--- src/rtl/ctu_pkg.sv ---
// Package: register map, field positions and reset values of the charge time unit
package ctu_pkg;
    localparam int ADDR_W = 12;
    localparam int DATA_W = 8;
    // Register offsets
    localparam logic [11:0] OFF_PULSE_DELAY_OD = 12'hF40;
    localparam logic [11:0] OFF_CURRENT_SOURCE = 12'hFB1;
    localparam logic [11:0] OFF_EDGE_CTL_LOW = 12'hFB2;
    localparam logic [11:0] OFF_UNIT_CTL_HIGH = 12'hFB3;
    localparam logic [11:0] OFF_IRQ_FLAGS_3 = 12'hF10;
    localparam logic [11:0] OFF_IRQ_ENABLES_3 = 12'hF11;
    localparam logic [11:0] OFF_IRQ_PRIORITY_3 = 12'hF12;
    // Unit control high fields
    localparam int B_UNIT_ENABLE = 7;
    localparam int B_STOP_IN_IDLE = 5;
    localparam int B_TIME_GEN_ENABLE = 4;
    localparam int B_EDGE_PASS_ENABLE = 3;
    localparam int B_EDGE_SEQ_ENABLE = 2;
    localparam int B_DISCHARGE_CTL = 1;
    localparam int B_TRIGGER_ENABLE = 0;
    localparam logic [7:0] UNIT_CTL_HIGH_MASK = 8'hBF;
    // Edge control low fields
    localparam int B_EDGE_TWO_POL = 7;
    localparam int B_EDGE_TWO_SRC_HI = 6;
    localparam int B_EDGE_TWO_SRC_LO = 5;
    localparam int B_EDGE_ONE_POL = 4;
    localparam int B_EDGE_ONE_SRC_HI = 3;
    localparam int B_EDGE_ONE_SRC_LO = 2;
    localparam int B_EDGE_TWO_STATUS = 1;
    localparam int B_EDGE_ONE_STATUS = 0;
    // Current source control fields
    localparam int B_TRIM_HI = 7;
    localparam int B_TRIM_LO = 2;
    localparam int B_RANGE_HI = 1;
    localparam int B_RANGE_LO = 0;
    localparam logic [1:0] RANGE_OFF = 2'h0;
    // Source select codes: index into the source vector
    localparam logic [1:0] SRC_TIMER_ONE = 2'h0;
    localparam logic [1:0] SRC_COMPARE = 2'h1;
    localparam logic [1:0] SRC_PIN_TWO = 2'h2;
    localparam logic [1:0] SRC_PIN_ONE = 2'h3;
    // Pulse delay / open-drain register fields
    localparam int B_PULSE_DELAY_SEL = 7;
    localparam logic [7:0] PULSE_DELAY_OD_MASK = 8'h83;
    // Interrupt bit position in the flag, enable and priority registers
    localparam int B_UNIT_IRQ = 2;
    // Reset values
    localparam logic [7:0] RST_BYTE = 8'h00;
endpackage

--- src/rtl/ctu_edge_control.sv ---
// Charge time unit control: edges, status, current source, pulse and trigger
//
// Notes on behaviour
// - Any sleep forces current source off
// - Idle with stop-in-idle set disables source
// - Reset clears every control register to zero
// - Unit enable bit turns whole unit on
// - Time generation bit enables delay pulse generation
// - Edge pass bit clear blocks all edges
// - Sequence bit: edge two waits for one
// - Discharge bit grounds current source output
// - Trigger bit enables converter special event trigger
// - Edge two polarity: one rising, zero falling
// - Edge two source select, four sources
// - Edge one polarity: one rising, zero falling
// - Edge one source select, same encoding
// - Edge two status set by event, writable
// - Edge one status set by event, writable
// - Six-bit two's complement current trim field
// - Two-bit range: off, 1x, 10x, 100x
// - Delay select picks delay pin over comparator
// - Pulse emitted when selected delay input rises
// - Charge while edge one set, two clear
`timescale 1ns/1ps
`default_nettype none
module ctu_edge_control
    import ctu_pkg::*;
(
    input wire logic ref_clk_in,
    input wire logic srst_in,
    input wire logic [ADDR_W-1:0] addr_in,
    input wire logic [DATA_W-1:0] wdata_in,
    input wire logic wr_in,
    input wire logic rd_in,
    output logic [DATA_W-1:0] rdata_out,
    input wire logic sleep_in,
    input wire logic idle_in,
    input wire logic edge_pin_one_in,
    input wire logic edge_pin_two_in,
    input wire logic compare_out_in,
    input wire logic timer_one_in,
    input wire logic delay_input_pin_in,
    input wire logic comparator_in,
    output logic [1:0] current_range_out,
    output logic [5:0] current_trim_out,
    output logic charge_out,
    output logic discharge_out,
    output logic trigger_out,
    output logic pulse_output_pin_out,
    output logic unit_interrupt_flag_out,
    output logic unit_interrupt_req_out,
    output logic unit_interrupt_priority_out,
    output logic [1:0] open_drain_out
);
    // Async inputs, bit order: 3 pin one, 2 pin two, 1 delay pin, 0 comparator
    typedef struct packed {
        logic [7:0] ctl_high;
        logic [7:0] ctl_low;
        logic [7:0] cur_ctl;
        logic [7:0] pd_od;
        logic irq_flag;
        logic irq_en;
        logic irq_pri;
        logic irq_req;
        logic [3:0] sync1;
        logic [3:0] sync2;
        logic [3:0] sync3;
        logic [3:0] filt;
        logic [3:0] src_prev;
        logic [1:0] dly_prev;
        logic [7:0] rdata;
        logic [1:0] range_o;
        logic [5:0] trim_o;
        logic charge_o;
        logic ground_o;
        logic trig_o;
        logic pulse_o;
    } ctu_state_t;

    ctu_state_t st_reg;
    ctu_state_t st_next;

    logic [3:0] src_now;
    logic [3:0] src_rise;
    logic [3:0] src_fall;
    logic [1:0] sel_one;
    logic [1:0] sel_two;
    logic ev_one;
    logic ev_two;
    logic gate_ok;
    logic acc_one;
    logic acc_two;
    logic pwr_ok;
    logic dly_now;
    logic dly_rise;

    // Edge sources, indexed by select code; pins come from the filter stage
    assign src_now = {st_reg.filt[3], st_reg.filt[2], compare_out_in, timer_one_in};
    // Per-source edges so a change of select cannot fake an edge
    assign src_rise = src_now & ~st_reg.src_prev;
    assign src_fall = ~src_now & st_reg.src_prev;
    assign sel_one = st_reg.ctl_low[B_EDGE_ONE_SRC_HI:B_EDGE_ONE_SRC_LO];
    assign sel_two = st_reg.ctl_low[B_EDGE_TWO_SRC_HI:B_EDGE_TWO_SRC_LO];
    // Polarity picks rising or falling response
    assign ev_one = st_reg.ctl_low[B_EDGE_ONE_POL] ? src_rise[sel_one]
                                                   : src_fall[sel_one];
    assign ev_two = st_reg.ctl_low[B_EDGE_TWO_POL] ? src_rise[sel_two]
                                                   : src_fall[sel_two];
    // Unit on and edges unblocked
    assign gate_ok = st_reg.ctl_high[B_UNIT_ENABLE] & st_reg.ctl_high[B_EDGE_PASS_ENABLE];
    assign acc_one = gate_ok & ev_one;
    // Edge two waits for edge one status when sequencing
    assign acc_two = gate_ok & ev_two & (~st_reg.ctl_high[B_EDGE_SEQ_ENABLE]
                     | st_reg.ctl_low[B_EDGE_ONE_STATUS]);
    // Power gating of the current source
    assign pwr_ok = ~sleep_in & ~(idle_in & st_reg.ctl_high[B_STOP_IN_IDLE]);
    // Delay source: dedicated pin or comparator
    assign dly_now = st_reg.pd_od[B_PULSE_DELAY_SEL] ? st_reg.filt[1] : st_reg.filt[0];
    // Each delay input keeps its own history so a change of select cannot fake a rise
    assign dly_rise = dly_now & ~(st_reg.pd_od[B_PULSE_DELAY_SEL] ? st_reg.dly_prev[1]
                                                                  : st_reg.dly_prev[0]);

    // Next-state logic: bus writes first, hardware sets afterwards so sets win
    always_comb begin
        st_next = st_reg;
        // Three-stage sync; a change counts once stages two and three agree
        st_next.sync1 = {edge_pin_one_in, edge_pin_two_in, delay_input_pin_in, comparator_in};
        st_next.sync2 = st_reg.sync1;
        st_next.sync3 = st_reg.sync2;
        for (int i = 0; i < 4; i++) begin
            if (st_reg.sync2[i] == st_reg.sync3[i]) begin
                st_next.filt[i] = st_reg.sync3[i];
            end
        end
        st_next.src_prev = src_now;
        st_next.dly_prev = st_reg.filt[1:0];

        // Register writes
        if (wr_in) begin
            if (addr_in == OFF_UNIT_CTL_HIGH) begin
                st_next.ctl_high = wdata_in & UNIT_CTL_HIGH_MASK;
            end else if (addr_in == OFF_EDGE_CTL_LOW) begin
                st_next.ctl_low = wdata_in;
            end else if (addr_in == OFF_CURRENT_SOURCE) begin
                st_next.cur_ctl = wdata_in;
            end else if (addr_in == OFF_PULSE_DELAY_OD) begin
                st_next.pd_od = wdata_in & PULSE_DELAY_OD_MASK;
            end else if (addr_in == OFF_IRQ_FLAGS_3) begin
                st_next.irq_flag = wdata_in[B_UNIT_IRQ];
            end else if (addr_in == OFF_IRQ_ENABLES_3) begin
                st_next.irq_en = wdata_in[B_UNIT_IRQ];
            end else if (addr_in == OFF_IRQ_PRIORITY_3) begin
                st_next.irq_pri = wdata_in[B_UNIT_IRQ];
            end
        end

        // Accepted edges set status; a same-cycle software clear loses
        if (acc_one) begin
            st_next.ctl_low[B_EDGE_ONE_STATUS] = 1'b1;
        end
        if (acc_two) begin
            st_next.ctl_low[B_EDGE_TWO_STATUS] = 1'b1;
            st_next.irq_flag = 1'b1;
        end

        // Read data stands only in the cycle after the strobe
        st_next.rdata = RST_BYTE;
        if (rd_in) begin
            if (addr_in == OFF_UNIT_CTL_HIGH) begin
                st_next.rdata = st_reg.ctl_high;
            end else if (addr_in == OFF_EDGE_CTL_LOW) begin
                st_next.rdata = st_reg.ctl_low;
            end else if (addr_in == OFF_CURRENT_SOURCE) begin
                st_next.rdata = st_reg.cur_ctl;
            end else if (addr_in == OFF_PULSE_DELAY_OD) begin
                st_next.rdata = st_reg.pd_od;
            end else if (addr_in == OFF_IRQ_FLAGS_3) begin
                st_next.rdata[B_UNIT_IRQ] = st_reg.irq_flag;
            end else if (addr_in == OFF_IRQ_ENABLES_3) begin
                st_next.rdata[B_UNIT_IRQ] = st_reg.irq_en;
            end else if (addr_in == OFF_IRQ_PRIORITY_3) begin
                st_next.rdata[B_UNIT_IRQ] = st_reg.irq_pri;
            end
        end

        // Current source: off unless enabled and power mode allows
        if (st_next.ctl_high[B_UNIT_ENABLE] & pwr_ok) begin
            st_next.range_o = st_next.cur_ctl[B_RANGE_HI:B_RANGE_LO];
        end else begin
            st_next.range_o = RANGE_OFF;
        end
        // Trim passes as a raw two's complement code to the analog side
        st_next.trim_o = st_next.cur_ctl[B_TRIM_HI:B_TRIM_LO];
        // Charging window between edge one and edge two
        st_next.charge_o = (st_next.range_o != RANGE_OFF)
                           & st_next.ctl_low[B_EDGE_ONE_STATUS]
                           & ~st_next.ctl_low[B_EDGE_TWO_STATUS];
        // Grounding is not gated by enable so a reset charge can be drained
        st_next.ground_o = st_next.ctl_high[B_DISCHARGE_CTL];
        // One-cycle trigger toward the converter on completion
        st_next.trig_o = acc_two & st_reg.ctl_high[B_TRIGGER_ENABLE];
        // One-cycle delay pulse while armed by edge one
        st_next.pulse_o = st_reg.ctl_high[B_UNIT_ENABLE]
                          & st_reg.ctl_high[B_TIME_GEN_ENABLE]
                          & st_reg.ctl_low[B_EDGE_ONE_STATUS] & dly_rise;
        // Request registered so the pin carries no gate after the flops
        st_next.irq_req = st_next.irq_flag & st_next.irq_en;
    end

    // State register; reset clears everything
    always_ff @(posedge ref_clk_in) begin
        if (srst_in) begin
            st_reg <= '0;
        end else begin
            st_reg <= st_next;
        end
    end

    // Outputs straight from flops
    assign rdata_out = st_reg.rdata;
    assign current_range_out = st_reg.range_o;
    assign current_trim_out = st_reg.trim_o;
    assign charge_out = st_reg.charge_o;
    assign discharge_out = st_reg.ground_o;
    assign trigger_out = st_reg.trig_o;
    assign pulse_output_pin_out = st_reg.pulse_o;
    assign unit_interrupt_flag_out = st_reg.irq_flag;
    assign unit_interrupt_req_out = st_reg.irq_req;
    assign unit_interrupt_priority_out = st_reg.irq_pri;
    assign open_drain_out = st_reg.pd_od[1:0];
endmodule
`default_nettype wire

--- config.mk ---
export PLATFORM = sky130hd
export DESIGN_NAME = ctu_edge_control
export DESIGN_NICKNAME = d
export VERILOG_FILES = /design/src/rtl/ctu_pkg.sv /design/src/rtl/ctu_edge_control.sv
export SDC_FILE = /design/constraint.sdc
export NUM_CORES = 1
export LEC_CHECK = 0
export CAP_MARGIN = 20
export CELL_PAD_IN_SITES_DETAIL_PLACEMENT = 1
export CELL_PAD_IN_SITES_GLOBAL_PLACEMENT = 1
export CORE_UTILIZATION = 53
export CTS_BUF_LIST = sky130_fd_sc_hd__clkbuf_8
export CTS_CLUSTER_DIAMETER = 120
export DETAILED_ROUTE_END_ITERATION = 16
export DONT_BUFFER_PORTS = 1
export PLACE_DENSITY_LB_ADDON = 0.15
export SLEW_MARGIN = 30
export SYNTH_ARGS = -nofsm -noshare
export SYNTH_HDL_FRONTEND = slang
export SYNTH_SLANG_ARGS = --single-unit
--- constraint.sdc ---
create_clock -name ref_clk_in -period 5 [get_ports ref_clk_in]
set_input_delay 0.75 -clock ref_clk_in [delete_from_list [all_inputs] [get_ports ref_clk_in]]
set_output_delay 0.75 -clock ref_clk_in [all_outputs]
set_load 0.1 [all_outputs]
Word-level counts from Yosys, hierarchy flattened
Index checks and enable logic that the tools add are counted.
- magnitude comparators: 2
- bitwise logic cells: 32
- reductions and logical operators: 7
- equality and inequality tests: 11
- multiplexer cells: 39
- operator list (cell ; count):
    equality test 12 bit, second input constant ; 7
    two-way mux 8 bit ; 7
    two-way mux 35 bit ; 1
    two-way mux 27 bit ; 1
    two-way mux 1 bit ; 19
    two-way mux 19 bit ; 1
    AND 1 bit ; 15
    inverter 1 bit ; 12
    two-way mux 11 bit ; 1
    AND 4 bit ; 2
    binary-select mux 1 bit (select 2 bit) ; 4
    inverter 4 bit ; 2
    AND reduction 8 bit ; 1
    less-than comparator 2 x 3 -> 1 bit, second input constant ; 2
    two-way mux 2 bit ; 3
    two-way mux 5 bit ; 1
    AND reduction 5 bit ; 1
    equality test 1 bit ; 4
    two-way mux 3 bit ; 1
    AND reduction 3 bit ; 1
    OR reduction 3 bit ; 1
    AND reduction 2 bit ; 1
    nonzero test 2 bit ; 1
    OR reduction 2 bit ; 1
    bitwise OR 1 bit ; 1
- register bits: 72
- input bits: 32
- logic and storage cells: 118

Depth between registers and ports, before layout
- depth after elaboration: 14
- mapped depth: 7

Worst setup path after synthesis
OpenSTA, ideal clock, no wires.
- path type: input port to flip-flop
- from: in addr_in[1]
- to: reg st_reg (netlist bit charge_out)
- stages: 5
- library setup time: 116 ps
- slack: 2563 ps
- buffers on the path: 1
- data required time: 4884 ps
- arrival time: 2321 ps
- path through: or4b_1 > or4_1 > buf_2 > o311a_1 > and4_1
- longest elaborated chain between the ends: 9
- elaborated cells on any way between the ends: 17
- those cells by class: eq/ne (3); mux (9); bitwise (4); reduce/logical (1)
- RTL lines (item ; RTL line ; source):
    start, declared ; ctu_edge_control.sv:31 ; input wire logic [ADDR_W-1:0] addr_in,
    equality test 12 bit ; ctu_edge_control.sv:144 ; end else if (addr_in == OFF_CURRENT_SOURCE) begin
    two-way mux 8 bit ; ctu_edge_control.sv:144 ;
    two-way mux 19 bit ; ctu_edge_control.sv:142 ; end else if (addr_in == OFF_EDGE_CTL_LOW) begin
    two-way mux 27 bit ; ctu_edge_control.sv:140 ; if (addr_in == OFF_UNIT_CTL_HIGH) begin
    two-way mux 35 bit * ; ctu_edge_control.sv:139 ; if (wr_in) begin
    two-way mux 2 bit ; ctu_edge_control.sv:187 ; if (st_next.ctl_high[B_UNIT_ENABLE] & pwr_ok) begin
    nonzero test 2 bit ; ctu_edge_control.sv:195 ; st_next.charge_o = (st_next.range_o != RANGE_OFF)
    AND 1 bit ; ctu_edge_control.sv:196 ; & st_next.ctl_low[B_EDGE_ONE_STATUS]
    AND 1 bit * ; ctu_edge_control.sv:197 ; & ~st_next.ctl_low[B_EDGE_TWO_STATUS];
    end signal, assigned ; ctu_edge_control.sv:215 ; st_reg <= st_next;
    end, declared ; ctu_edge_control.sv:80 ; ctu_state_t st_reg;
Every way passes the cells marked *; elsewhere a longest branch is shown, timed or not.
A chain may end at the register's enable or synchronous reset.

Worst setup path after layout
Same ends and word-level chain as after synthesis.

==> impl.org <==
** Timing
- For the pin with the worst max-slew slack, the measured transition is 1.02 ns.
- After layout, the worst path uses roughly 47% of the clock period.
- The clock arrives with ~0.006 ns of skew.
- The hold violation count in the final report is 0.
- The worst pin sits at a relative slew slack of a little under a third.
- Fin Setup TNS :: 0 ns
- Number of max-slew violations in the final report :: 0
- Fmax :: 428 MHz
- Setup repair after global routing missed its margin :: no
- Final Setup Violations :: 0
- Min Clock Period, post-route :: 2.33 ns

** Global route
- Entering global routing, the biggest net connects 57 pins.
- Initial antenna violation count :: 0
- Global routing used 26.2% of the available tracks across all layers.
- Global-route wire length before repair :: 10500 um
- Vias in the first global route :: around 2100
- The total overflow left after global routing is 0.

** Layout
- Layout Nets :: between 300 and 400
- Most frequent cells in the layout :: sky130_fd_sc_hd__dfxtp_1, sky130_fd_sc_hd__nor2_1, sky130_fd_sc_hd__nand2_1
- Flip-flop count of the largest register after layout :: 31
- The layout has slightly below 600 filler cells.
- Register area :: 1300 um2
- Once layout is done, the placed cells without fillers occupy ~2900 um2.
- Share of layout cells above drive strength 1 :: 7.90%
- Area growth syn-to-layout :: 5.11%
- Leaving out fill and tap cells, the most frequent cell in the layout is sky130_fd_sc_hd__dfxtp_1.
- Total area of multi-input combinational cells :: about 1300 um2
- The number of antenna diodes in the final layout is 0.

** Detailed routing
- Final wirelength :: 6540 um
- ANT nets after route :: 0
- In the routed layout, each cell is associated on average with a via count of 5.90.
- The pre-antenna-repair detailed-routing pass consisted of 4 iterations.
- For this run, design rule violations remaining after detail routing come to 0.
- Post-detailed-route wirelength per cell :: 18.3 um
- In this run, the number of DRC markers left after iteration 0 of detailed routing was 117.
- The routed layout has 2113 vias.

** Min path
- In this run the most critical hold path is launched from st_next[37].
- Along the worst hold path, the cell count comes to 1.
- Capture endpoint of the worst hold path :: st_next[33]
- The path class of the tightest hold or removal check is reg2reg.

** Synthesis
- For this run, the number of Yosys warnings is 0.
- After synthesis the netlist holds a flip-flop and latch count of 65.
- Synthesized netlist net count :: ~340
- Number of distinct library cells after synthesis :: 42
- Seq/Total Area, Yosys :: 47.0%
- Synth Area per Inst :: roughly 9.0 um2
- Synthesis handed over a netlist of roughly 310 instances.
- Cell area after technology mapping :: 2770 um2

** Clocking
- H-tree lvl count :: 3
- TritonCTS built the clock tree.
- In this run the post-CTS setup repair buffer count came out at 0.
- Clock tree synthesis inserted a total of 9 buffers.
- The clock net in this run drives a total of 65 sinks.
- Clk slew on worst S/H paths :: 0.07 ns
- Number of gates resized after CTS :: 0
- Clock tree synthesis selected as its root buffer the cell sky130_fd_sc_hd__clkbuf_8.
- Number of hold-repair buffers added at the cts stage :: 0
- Clock latency of the later-clocked register in the worst-skew pair :: 0.34 ns
- Largest buffer count on any clock path :: 2

** Worst setup path
- Cells traversed along the worst timing path :: or4b_1 -> or4_1 -> o311a_1 -> and4_1
- The endpoint identified for the worst register-to-register timing path is rdata_out[2].
- Endpoint arrival time on the critical path :: 2.56 ns
- The worst register-to-register path has a setup slack of 3.27 ns.
- Critical path data required time :: 5.23 ns
- The slowest stage of the critical path belongs to the cell sky130_fd_sc_hd__or4_1.
- On the worst path, the slowest cell contributes a delay of 0.67 ns.
- The critical path is of the in2reg type.
- In this run the worst path has a maximum fanout of 14.
- STA classifies the critical path startpoint as a primary input.
- Endpoint kind of the worst setup timing path :: flop
- Measured in cells, the most critical reg-to-reg path has a length of 3.
- Grouping stages by cell kind, the critical path spends the most delay in simple AND/OR/NAND/NOR gates.
- Count of buffer and inverter cells on the critical path :: 0
- The startpoint identified for the worst register-to-register timing path is st_reg[56].

** Floorplan
- # IOs :: 57
- Initial core utilization :: between 50% and 60%
- DIE AREA :: roughly 5500 um2
- Core footprint :: 4880 um2
- Die X :: ~74 um
- In this run the vertical extent of the chip is 74.3 um.
- The initialized floorplan defines 25 standard-cell rows.

** Placed design
- Area post-placement :: roughly 2700 um2
- Final HPWL DP :: 4450 um
- Input and output buffers added on the ports amount to 0.
- Placer's final routability congestion estimate :: 0.761

** Flow run
- Max-cap violations in this run came to 0.

** Run status
- Result of the run :: finished, final reports clean

** Power
- For this design the static power due to leakage is 0.000994 uW.
- Ratio of total power to cell area :: 362 nW/um2
- Maximum ir drop on the vdd rail :: 0.215 mV
-- cell families after synthesis --
kind of cell / count (synthesis) / share of synthesized area (%)
DFF: 65 / 47.0
AOI/OAI and AO/OA: 49 / 11.0
muxes: 23 / 8.77
buffers and inverters: 37 / 7.59
and+or+nand+nor: 132 / 25.6
-- worst max-delay path by stage --
stage | startpoint | end | slack, ns | cells past startpoint
floorplan | addr_in[1] | charge_out | 2.56 | 5
global placement | addr_in[1] | charge_out | 2.36 | 4
detailed placement | addr_in[1] | charge_out | 2.33 | 4
CTS | addr_in[1] | charge_out | 2.66 | 4
global route | addr_in[6] | charge_out | 2.56 | 5
finish | addr_in[1] | charge_out | 2.67 | 4
-- cells in the mapped netlist --
master | n | share of area, %
sky130_fd_sc_hd__and3_1 | 1 | 0.23
sky130_fd_sc_hd__and2_1 | 2 | 0.45
sky130_fd_sc_hd__or3_1 | 1 | 0.23
sky130_fd_sc_hd__clkbuf_1 | 8 | 1.1
sky130_fd_sc_hd__and4_1 | 2 | 0.63
sky130_fd_sc_hd__or4_1 | 2 | 0.54
sky130_fd_sc_hd__nor3b_1 | 6 | 1.6
sky130_fd_sc_hd__dfxtp_1 | 65 | 47
sky130_fd_sc_hd__buf_1 | 2 | 0.27
sky130_fd_sc_hd__or4b_1 | 1 | 0.36
sky130_fd_sc_hd__o22ai_1 | 1 | 0.23
sky130_fd_sc_hd__a211oi_1 | 2 | 0.54
sky130_fd_sc_hd__a31oi_1 | 1 | 0.23
sky130_fd_sc_hd__nor4_4 | 1 | 0.77
sky130_fd_sc_hd__o311a_1 | 1 | 0.36
sky130_fd_sc_hd__mux4_2 | 1 | 0.81
sky130_fd_sc_hd__o32a_1 | 1 | 0.36
sky130_fd_sc_hd__o21ai_0 | 10 | 1.8
sky130_fd_sc_hd__and4bb_2 | 1 | 0.45
sky130_fd_sc_hd__nand3b_1 | 2 | 0.54
sky130_fd_sc_hd__or2_2 | 2 | 0.45
sky130_fd_sc_hd__a32oi_1 | 1 | 0.32
sky130_fd_sc_hd__nand4b_1 | 1 | 0.32
sky130_fd_sc_hd__a21oi_1 | 21 | 3.8
sky130_fd_sc_hd__nor2_1 | 36 | 4.9
sky130_fd_sc_hd__nor2b_1 | 24 | 5.4
sky130_fd_sc_hd__a222oi_1 | 3 | 1.1
sky130_fd_sc_hd__nand4bb_1 | 1 | 0.41
sky130_fd_sc_hd__nor4b_1 | 2 | 0.63
sky130_fd_sc_hd__nand4_1 | 4 | 0.90
sky130_fd_sc_hd__a2111oi_0 | 2 | 0.63
sky130_fd_sc_hd__nor3_1 | 7 | 1.3
sky130_fd_sc_hd__nand2b_1 | 2 | 0.45
sky130_fd_sc_hd__inv_1 | 6 | 0.81
sky130_fd_sc_hd__buf_2 | 3 | 0.54
sky130_fd_sc_hd__nand3_1 | 8 | 1.4
sky130_fd_sc_hd__buf_4 | 18 | 4.9
sky130_fd_sc_hd__a21o_1 | 1 | 0.27
sky130_fd_sc_hd__nand2_1 | 25 | 3.4
sky130_fd_sc_hd__mux2i_1 | 22 | 8.0
sky130_fd_sc_hd__a22oi_1 | 5 | 1.4
sky130_fd_sc_hd__nor4_1 | 1 | 0.23
-- worst register-to-register path, stage by stage, from the launching register on --
cell,delay [ns]
sky130_fd_sc_hd__dfxtp_1,1.00
sky130_fd_sc_hd__a21o_1,0.20
sky130_fd_sc_hd__a32oi_1,0.05
sky130_fd_sc_hd__a2111oi_0,0.35
-- metrics by stage --
stage / power [uW] / hold WS (ns) / std cells / utilization, % / worst slack, ns
6_report: 1050 / 0.448 / 358 / 59.6 / 2.67
5_1_grt: 1090 / 0.455 / 358 / 59.6 / 2.56
4_1_cts: 1060 / 0.453 / 358 / 59.6 / 2.66
3_5_place_dp: 554 / 0.429 / 343 / 54.9 / 2.33
3_3_place_gp: 553 / 0.430 / 343 / 54.9 / 2.36
2_1_floorplan: 559 / 0.414 / 306 / - / 2.56
-- per-layer routing --
| layer | track usage [%] | share of wire, % | up-vias |
|---|---|---|---|
| met5 | 0 | 0 | - |
| met4 | 9.01 | 1.2 | 0 |
| met3 | 7.72 | 4.6 | 10 |
| met2 | 44.7 | 50 | 39 |
| met1 | 31.4 | 44 | 1048 |
| li1 | - | - | 1016 |
-- power breakdown --
| part | internal (uW) | switching [uW] | total [uW] |
|---|---|---|---|
| combinational | 9.11 | 8.31 | 17.4 |
| clock | 317 | 194 | 511 |
| sequential | 523 | 2.03 | 525 |
| total | 849 | 204 | 1050 |
-- final cells by class --
class,instances,area share (%)
flip-flops and latches,65,44.8
clock buffers,12,5.68
clock inverters,3,2.19
inverters,6,0.774
repair buffers,1,0.258
well taps,67,2.88
multi-input cells,204,43.4
No activity file was read; power rests on OpenSTA's default activity.
